**config.mk**
```make
export PLATFORM = sky130hd
export DESIGN_NAME = cef_error_flags
export DESIGN_NICKNAME = d
export VERILOG_FILES = /design/src/cef_error_flags.v
export VERILOG_INCLUDE_DIRS = /design/src /design/src/src
export SDC_FILE = /design/constraint.sdc
export NUM_CORES = 1
export LEC_CHECK = 0
export BUFFER_PORTS_ARGS = -buffer_cell sky130_fd_sc_hd__buf_2
export CAP_MARGIN = 40
export CELL_PAD_IN_SITES_DETAIL_PLACEMENT = 0
export CELL_PAD_IN_SITES_GLOBAL_PLACEMENT = 1
export CORE_MARGIN = 4
export CORE_UTILIZATION = 33
export DETAILED_ROUTE_END_ITERATION = 10
export GPL_ROUTABILITY_DRIVEN = 0
export MAX_ROUTING_LAYER = met4
export PLACE_DENSITY = 0.81
export SLEW_MARGIN = 20
export SYNTH_ARGS = -nofsm -noshare
export SYNTH_HDL_FRONTEND = slang
export SYNTH_SLANG_ARGS = --single-unit
export TNS_END_PERCENT = 5
```
**constraint.sdc**
```tcl
create_clock -name mclk -period 1.4 [get_ports mclk]
set_input_delay 0.21 -clock mclk [delete_from_list [all_inputs] [get_ports mclk]]
set_output_delay 0.21 -clock mclk [all_outputs]
set_load 0.02 [all_outputs]
```
**src/cef_regs.vh**
```
`ifndef CEF_REGS_VH
`define CEF_REGS_VH
// register offsets (word addresses of the plain register port)
`define CEF_ADDR_W 4
`define CEF_OFS_FLAG 4'h0
`define CEF_OFS_MASK 4'h1
// flag register field positions
`define CEF_BIT_TX_BUS_OFF 13
`define CEF_BIT_TX_PASSIVE 12
`define CEF_BIT_RX_PASSIVE 11
`define CEF_BIT_TX_WARN 10
`define CEF_BIT_RX_WARN 9
`define CEF_BIT_ANY_WARN 8
`define CEF_BIT_INVALID 7
`define CEF_BIT_WAKEUP 6
`define CEF_BIT_ERROR 5
`define CEF_BIT_FIFO 3
`define CEF_BIT_OVERFLOW 2
`define CEF_BIT_RX_BUF 1
`define CEF_BIT_TX_BUF 0
// masks and reset values
`define CEF_STICKY_MASK 16'h00EF
`define CEF_STATE_MASK 16'h3F00
`define CEF_FLAG_RESET 16'h0000
`define CEF_MASK_RESET 16'h0000
`define CEF_ZERO16 16'h0000
// widths and reset values of the internal state
`define CEF_REG_W 16
`define CEF_STATE_W 6
`define CEF_STATE_RESET 6'h00
`define CEF_IRQ_RESET 1'b0
`endif

```
**src/cef_error_flags.v**
```verilog
// The address map and the strobed register port are this design's own decisions.
`timescale 1ns/1ps
`include "cef_regs.vh"
module cef_error_flags (
  // clock and reset
  input wire mclk,
  input wire rst_n,
  // register port
  input wire [`CEF_ADDR_W-1:0] reg_addr,
  input wire [15:0] reg_wdata,
  input wire reg_wr,
  input wire reg_rd,
  output reg [15:0] reg_rdata,
  // error states from the protocol engine (levels)
  input wire tx_bus_off_state,
  input wire tx_error_passive_state,
  input wire rx_error_passive_state,
  input wire tx_error_warning_state,
  input wire rx_error_warning_state,
  // event pulses from the protocol engine
  input wire invalid_message_evt,
  input wire bus_wakeup_evt,
  input wire fifo_almost_full_evt,
  input wire rx_overflow_evt,
  input wire rx_buffer_evt,
  input wire tx_buffer_evt,
  // interrupt
  output reg can_irq
);

  // timing at a glance:
  // an event pulse sampled at one edge shows in the flag at that same edge
  // the interrupt output moves at that same edge as well
  // a read strobe sampled at an edge returns the flag as it stood before it
  // so a read launched right after an event already sees the set bit
  // read data stand for one cycle only and are zero at all other times
  // state levels are copied at every edge, never latched and never written
  // the combined error flag marks entry into a state, not leaving one
  // a clear and a set of one flag in one cycle leave the flag set
  // writes to the gap positions and to the state field have no effect
  // the mask has the flag layout; only sticky positions can be unmasked
  // limitation: levels are taken as same-clock signals, with no synchroniser
  // a slower engine must present its levels already registered on mclk
  // limitation: an engine that comes out of reset in a state sets bit 5
  // trade-off: read data are registered, costing one cycle of latency
  // in return the read port has no combinational path from the address
  // trade-off: the interrupt tracks the new mask, so masking drops it at once

  // sticky and state layouts as constants so per-bit loops can index them
  localparam [`CEF_REG_W-1:0] STICKY = `CEF_STICKY_MASK;
  localparam [`CEF_REG_W-1:0] STATE = `CEF_STATE_MASK;

  // software-visible storage
  reg [15:0] can_interrupt_flag_status;
  reg [15:0] irq_mask;

  // error-state levels as they stood at the previous edge
  reg [`CEF_STATE_W-1:0] state_prev;

  // combinational next values of the flag, mask, read data and interrupt registers
  reg [15:0] next_flag;
  reg [15:0] next_mask;
  reg [15:0] next_rdata;
  reg next_irq;

  // decoded strobes
  wire flag_wr;
  wire mask_wr;
  wire flag_rd;
  wire mask_rd;

  // error-state view
  wire any_error_warning_state;
  wire error_entry;
  wire [`CEF_STATE_W-1:0] state_now;
  wire [`CEF_STATE_W-1:0] state_entry;
  wire [15:0] state_field;

  // event view
  wire [15:0] hw_set;
  wire [15:0] soft_clear;
  wire [15:0] sticky_next;

  // loop index for the per-bit generate blocks
  genvar g;

  // address decode shared by the write and the read paths
  function cef_hit;
    input [`CEF_ADDR_W-1:0] addr;
    input [`CEF_ADDR_W-1:0] ofs;
    begin
      cef_hit = (addr == ofs);
    end
  endfunction

  // entry into a state: level up now, down at the edge before
  function cef_rise;
    input now_lvl;
    input old_lvl;
    begin
      cef_rise = now_lvl & ~old_lvl;
    end
  endfunction

  // write decode; the master never raises both strobes at once
  assign flag_wr = reg_wr & cef_hit(reg_addr, `CEF_OFS_FLAG);
  assign mask_wr = reg_wr & cef_hit(reg_addr, `CEF_OFS_MASK);

  // read decode; reading has no side effect on any flag
  assign flag_rd = reg_rd & cef_hit(reg_addr, `CEF_OFS_FLAG);
  assign mask_rd = reg_rd & cef_hit(reg_addr, `CEF_OFS_MASK);

  // combined warning is a plain or of both directions
  assign any_error_warning_state = tx_error_warning_state | rx_error_warning_state;

  // the six state levels, ordered as they sit in the flag register
  assign state_now = {tx_bus_off_state,
                      tx_error_passive_state,
                      rx_error_passive_state,
                      tx_error_warning_state,
                      rx_error_warning_state,
                      any_error_warning_state};

  // state bits follow the engine and are never written by software
  // transmitter bus-off
  assign state_field[`CEF_BIT_TX_BUS_OFF] = tx_bus_off_state;
  // transmitter error-passive
  assign state_field[`CEF_BIT_TX_PASSIVE] = tx_error_passive_state;
  // receiver error-passive
  assign state_field[`CEF_BIT_RX_PASSIVE] = rx_error_passive_state;
  // transmitter error-warning
  assign state_field[`CEF_BIT_TX_WARN] = tx_error_warning_state;
  // receiver error-warning
  assign state_field[`CEF_BIT_RX_WARN] = rx_error_warning_state;
  // either direction in error-warning
  assign state_field[`CEF_BIT_ANY_WARN] = any_error_warning_state;

  // positions outside the state field carry nothing
  generate
    for (g = 0; g < `CEF_REG_W; g = g + 1) begin : gen_state_gap
      if (!STATE[g]) begin : gen_zero
        assign state_field[g] = 1'b0;
      end
    end
  endgenerate

  // entry detection, one bit per state level
  generate
    for (g = 0; g < `CEF_STATE_W; g = g + 1) begin : gen_entry
      assign state_entry[g] = cef_rise(state_now[g], state_prev[g]);
    end
  endgenerate

  // leaving a state raises nothing; only entering one does
  assign error_entry = |state_entry;

  // hardware set requests, one per sticky flag
  // invalid message seen on the bus
  assign hw_set[`CEF_BIT_INVALID] = invalid_message_evt;
  // wake-up activity on the bus
  assign hw_set[`CEF_BIT_WAKEUP] = bus_wakeup_evt;
  // entry into any error state
  assign hw_set[`CEF_BIT_ERROR] = error_entry;
  // receive fifo almost full
  assign hw_set[`CEF_BIT_FIFO] = fifo_almost_full_evt;
  // receive buffer overflow
  assign hw_set[`CEF_BIT_OVERFLOW] = rx_overflow_evt;
  // message received into a buffer
  assign hw_set[`CEF_BIT_RX_BUF] = rx_buffer_evt;
  // transmit buffer done
  assign hw_set[`CEF_BIT_TX_BUF] = tx_buffer_evt;

  // no set request outside the sticky positions
  generate
    for (g = 0; g < `CEF_REG_W; g = g + 1) begin : gen_set_gap
      if (!STICKY[g]) begin : gen_zero
        assign hw_set[g] = 1'b0;
      end
    end
  endgenerate

  // a written zero clears, a written one keeps; only sticky positions take it
  assign soft_clear = flag_wr ? (~reg_wdata & STICKY) : `CEF_ZERO16;

  // per flag: hardware set wins over a clear in the same cycle
  // so an event never slips past software that is clearing its flag
  generate
    for (g = 0; g < `CEF_REG_W; g = g + 1) begin : gen_sticky
      assign sticky_next[g] = STICKY[g] & (hw_set[g] | (can_interrupt_flag_status[g] & ~soft_clear[g]));
    end
  endgenerate

  // next flag word: sticky part plus live state part; gaps read zero
  always @* begin
    next_flag = (sticky_next & STICKY) | (state_field & STATE);
  end

  // mask takes writes to the sticky positions only
  always @* begin
    next_mask = irq_mask;
    if (mask_wr) begin
      next_mask = reg_wdata & STICKY;
    end
  end

  // read mux; unmapped addresses and idle cycles return zero
  always @* begin
    next_rdata = `CEF_ZERO16;
    if (flag_rd) begin
      next_rdata = can_interrupt_flag_status;
    end else if (mask_rd) begin
      next_rdata = irq_mask;
    end
  end

  // interrupt follows the new flag and mask, so a clear drops it at once
  always @* begin
    next_irq = |(next_flag & next_mask & STICKY);
  end

  // state history for entry detection
  always @(posedge mclk or negedge rst_n) begin
    if (!rst_n) begin
      state_prev <= `CEF_STATE_RESET;
    end else begin
      // refreshed at every edge so one entry sets the flag only once
      state_prev <= state_now;
    end
  end

  // flag register
  always @(posedge mclk or negedge rst_n) begin
    if (!rst_n) begin
      can_interrupt_flag_status <= `CEF_FLAG_RESET;
    end else begin
      // sticky bits and live state bits load together
      can_interrupt_flag_status <= next_flag;
    end
  end

  // mask register; reset leaves every source masked
  always @(posedge mclk or negedge rst_n) begin
    if (!rst_n) begin
      irq_mask <= `CEF_MASK_RESET;
    end else begin
      irq_mask <= next_mask;
    end
  end

  // read data register, valid only in the cycle after the strobe
  always @(posedge mclk or negedge rst_n) begin
    if (!rst_n) begin
      reg_rdata <= `CEF_ZERO16;
    end else begin
      // zero outside that cycle keeps a shared read bus quiet
      reg_rdata <= next_rdata;
    end
  end

  // level interrupt output straight from a flip-flop
  always @(posedge mclk or negedge rst_n) begin
    if (!rst_n) begin
      can_irq <= `CEF_IRQ_RESET;
    end else begin
      // high while any unmasked sticky flag is set
      can_irq <= next_irq;
    end
  end

endmodule

```
# After elaboration in Yosys (flattened, before gate mapping)
# Index checks and enable logic that the tools add are counted.
[totals] reg_bits=53 in_bits=35 output_inout_bits=17 elab_cells=54
[classes] n_eq_ne=1 muxes=4 n_bitwise=41 reduce_logical=3
[ops] cell="$mux 16" count=3
[ops] cell="$and 1x1->1" count=17
[ops] cell="$or 8x14->14" count=1
[ops] cell="$not 1->1" count=13
[ops] cell="$and 8x8->8" count=1
[ops] cell="$mux 8" count=1
[ops] cell="$not 8->8" count=1
[ops] cell="$or 1x1->1" count=8
[ops] cell="$reduce_or 7->1" count=1
[ops] cell="$reduce_or 6->1" count=1
[ops] cell="$eq 4x1->1 const B" count=1
[ops] cell="$logic_not 4->1" count=1

# Longest topological paths before layout
[logic_depth] ltp_word=9 depth_mapped=5 depth_no_buf=4

# Worst setup path before layout
# No wires, ideal clock.
[synth_path] kind="input port to flip-flop" startpoint="input reg_addr[1]" endpoint="register can_irq" setup_ns=0.129 arrival_time_ns=1.866 setup_slack_ns=-0.595 cell_stages=5 cell_sequence="or4b_4 > buf_6 > o31a_1 > a2111o_1 > a2111o_1"
[synth_via] elab_chain_cells=9 elab_cells_between_ends=30 cone_classes="eq/ne (1); mux (2); bitwise (25); reduce/logical (2)"
[synth_rtl] item="from (decl)" line="cef_error_flags.v:9" rtl="input wire [`CEF_ADDR_W-1:0] reg_addr,"
[synth_rtl] item="$logic_not 4->1" line="cef_error_flags.v:92" rtl="cef_hit = (addr == ofs);"
[synth_rtl] item="$and 1x1->1" line="cef_error_flags.v:106" rtl="assign flag_wr = reg_wr & cef_hit(reg_addr, `CEF_OFS_FLAG);"
[synth_rtl] item="$mux 8 (no source line)"
[synth_rtl] item="$not 1->1" line="cef_error_flags.v:189" rtl="assign sticky_next[g] = STICKY[g] & (hw_set[g] | (can_interrupt_flag_status[g] & ~soft_clear[g]));"
[synth_rtl] item="$and 1x1->1" line="cef_error_flags.v:189"
[synth_rtl] item="$or 1x1->1" line="cef_error_flags.v:189"
[synth_rtl] item="$or 8x14->14" line="cef_error_flags.v:195" rtl="next_flag = (sticky_next & STICKY) | (state_field & STATE);"
[synth_rtl] item="net next_flag[5]" line="cef_error_flags.v:61" rtl="reg [15:0] next_flag;"
[synth_rtl] item="$and 8x8->8" line="cef_error_flags.v:218" rtl="next_irq = |(next_flag & next_mask & STICKY);"
[synth_rtl] item="$reduce_or 7->1" line="cef_error_flags.v:218"
[synth_rtl] item="net next_irq" line="cef_error_flags.v:64" rtl="reg next_irq;"
[synth_rtl] item="to (signal assigned)" line="cef_error_flags.v:263" rtl="can_irq <= `CEF_IRQ_RESET;"
[synth_rtl] item="to (signal assigned)" line="cef_error_flags.v:266" rtl="can_irq <= next_irq;"
[synth_rtl] item="to (decl)" line="cef_error_flags.v:28" rtl="output reg can_irq"
# The timed path passes the listed nets, and every way through them passes these cells.

# Final worst setup path
# Same ends and word-level chain as after synthesis.

==> run metrics <==
vias in the first global route=1215; area of the die=5480 um2; final setup TNS=-0.204 ns; peak supply drop=0.369 mV; share of the synthesized area in the top cell type=0.592; part of the power in the clock network=0.342; pre-CTS setup slack=-0.550 ns; crit-path max cell delay=0.55 ns; global-route wire length before repair=5640 um; CTS max path bufs=2; outcome=finished, violations left; Initial Util=0.349; final WL=3450 um; most frequent cells in the layout=37 x buf_2, 34 x dfrtp_1, 10 x buf_4; crit path DAT=1.77 ns; drt pass-1 iters=4; switching power=531 uW; Leak=0.921 nW; Post-synth EDFFs=0; die width=74.0 um; Worst Path Max Fanout=2; sequential area share after synthesis=0.592; clk slew on worst S/H paths=0.06 ns; critical-path cell list=buf_6 -> or4b_4 -> o31a_1 -> a2111o_1 -> a2111o_1; WL/cell=15.3 um; slowest stage cell, crit path=or4b_4; initial antenna violation count=0; core area=4120 um2; Placed Area=1770 um2; Max Slew Vio Count=0; die height=74.0 um; # diodes=0; All-Layer GR Usage=0.141; clk root buf=clkbuf_8; Synth area leader=dfrtp_1; Worst Setup Path Type=input pin to flop; commonest non-fill, non-tap cell in the layout=buf_2; drt initial violations=37; Min Clock Period, post-route=1.60 ns; library cells used by synthesis=24; RSZ-0062 raised after global routing=true; Async SR Flop Fraction=1.00; total congestion overflow=0; Final ANT Viol Nets=0; Final nets=210; Num CTS Buffers=5; Pint=1.60 mW; largest net degree at the start of global routing=20; total number of vias=1140; dpl hpwl=2670 um; Avg Vias per Cell=5.04; Top FF cell, synth=dfrtp_1; DP Cell Count=217; maximum clock rate=623 MHz; Clock Sinks=34; fin crit share=1.15; Fillers=401; CTS tree=done; Power Density=1110 nW/um2; Crit path required time=1.56 ns; final setup vio count=1; switching share of power=0.249; Crit. End Element=flop; Mapped Cells=120; Flop pwr share=0.513; failing checks=setup timing; area grow syn2layout=33.3%; fraction of layout cells with a size suffix above 1=0.386; combinational power share=0.145; Synth Area per Inst=12.0 um2; Ports=52; crit path launch type=input pin; # DRC=0; design area=1920 um2; max_cap viols=0; Post CTS Setup Buffer Count=0; Synth Cell Area=1440 um2; Fin. Hold Viols=0; PnR worst setup slack=-0.204 ns; CP most frequent cell=a2111o_1; utilization after layout=0.466; Syn. warnings=0; Synth Register Bits=34; Non-Filler Instances=226; I/O Buffers=39; HP Class=input pin to flop; top post-synthesis cells by area=dfrtp_1 59%, mux2i_1 4.9%, mux2_2 4.7%, o32ai_1 3.7%, nand2b_1 3.0%; H-tree depth=2; num rows=23; clock skew=0.00476 ns; worst skew pair latency=0.28 ns
==> critical path: cells and delay by family <==
kind            cells  cell delay, ns
compound gates      3            0.91
simple gates        1            0.55
buf+inv             1            0.09
==> stage by stage <==
| step | power [mW] | hold slack [ns] |
|---|---|---|
| CTS | 2.14 | 0.0434 |
| finish | 2.13 | 0.0464 |
| global placement | 1.40 | 0.138 |
| detailed placement | 1.41 | 0.148 |
| global route | 2.24 | 0.0303 |
| floorplan | 1.27 | -0.0856 |
==> power by group through the flow <==
stage	clock, mW	combinational, mW	sequential, mW
detailed placement	0	0.298	1.11
finish	0.729	0.309	1.09
CTS	0.744	0.306	1.09
global placement	0	0.289	1.11
floorplan	0	0.159	1.11
global route	0.799	0.339	1.10
==> cells in the mapped netlist (2+ instances only) <==
master    count
buf_4         3
mux2i_1       7
a2111o_1      2
o22ai_1       5
nand2_1       3
nor2_1        8
nand2b_1      7
dfrtp_1      34
a21oi_1       6
nor2b_1       6
o21ai_0       7
inv_1         5
mux2_2        6
and2_1        6
o32ai_1       6
==> final timing paths <==
kind                                         from             to  slack (ns)  depth (start not counted)
min                        rx_error_passive_state  state_prev[3]        0.05                          1
max reg2reg                         state_prev[2]        can_irq        0.07                          3
min in group asynchronous                   rst_n  reg_rdata[11]        0.37                          2
max                                   reg_addr[1]        can_irq       -0.20                          5
max in group asynchronous                   rst_n   reg_rdata[0]        0.60                          3
min reg2reg                         state_prev[0]   reg_rdata[8]        0.48                          1
==> layer usage <==
layer | track usage | up-vias | routed length, um
met5 | - | - | 0
met4 | 0.0563 | 0 | 62
met3 | 0.0284 | 8 | 199
met2 | 0.237 | 40 | 1770
met1 | 0.165 | 562 | 1430
li1 | - | 530 | -
==> state kept, by name, indices dropped and copies added, names as in the netlist <==
signal                     flops
can_irq                        1
can_interrupt_flag_status      8
reg_rdata                     13
irq_mask                       7
state_prev                     5
==> timing repair <==
action                                 4_1_cts  5_1_grt
pin swaps                                    0        0
setup endpoints to repair                    1        1
gates resized for setup                      3        3
cloned                                       0        0
endpoints found under the hold margin       15        0
hold buffers                                 1        0
==> final cells by class <==
| type | instances | area, um2 | share of cell area |
|---|---|---|---|
| Tap cell | 50 | 62.6 | 0.0326 |
| Sequential cell | 34 | 851 | 0.444 |
| Clock inverter | 1 | 5.00 | 0.00261 |
| Inverter | 5 | 18.8 | 0.00979 |
| Timing Repair Buffer | 52 | 324 | 0.169 |
| Multi-Input combinational cell | 77 | 569 | 0.297 |
| Clock buffer | 7 | 86.3 | 0.0450 |
==> logic make-up (layout without fill, tap and decap cells) <==
| group | count (synthesis) | in the layout | share of synthesized area |
|---|---|---|---|
| AOI/OAI and AO/OA | 27 | 27 | 0.125 |
| other | 1 | 3 | 0.00261 |
| and+or+nand+nor | 33 | 33 | 0.135 |
| muxes | 14 | 14 | 0.104 |
| DFF | 34 | 34 | 0.592 |
| buffers and inverters | 11 | 65 | 0.0418 |
Power figures use the tool's default switching activity.
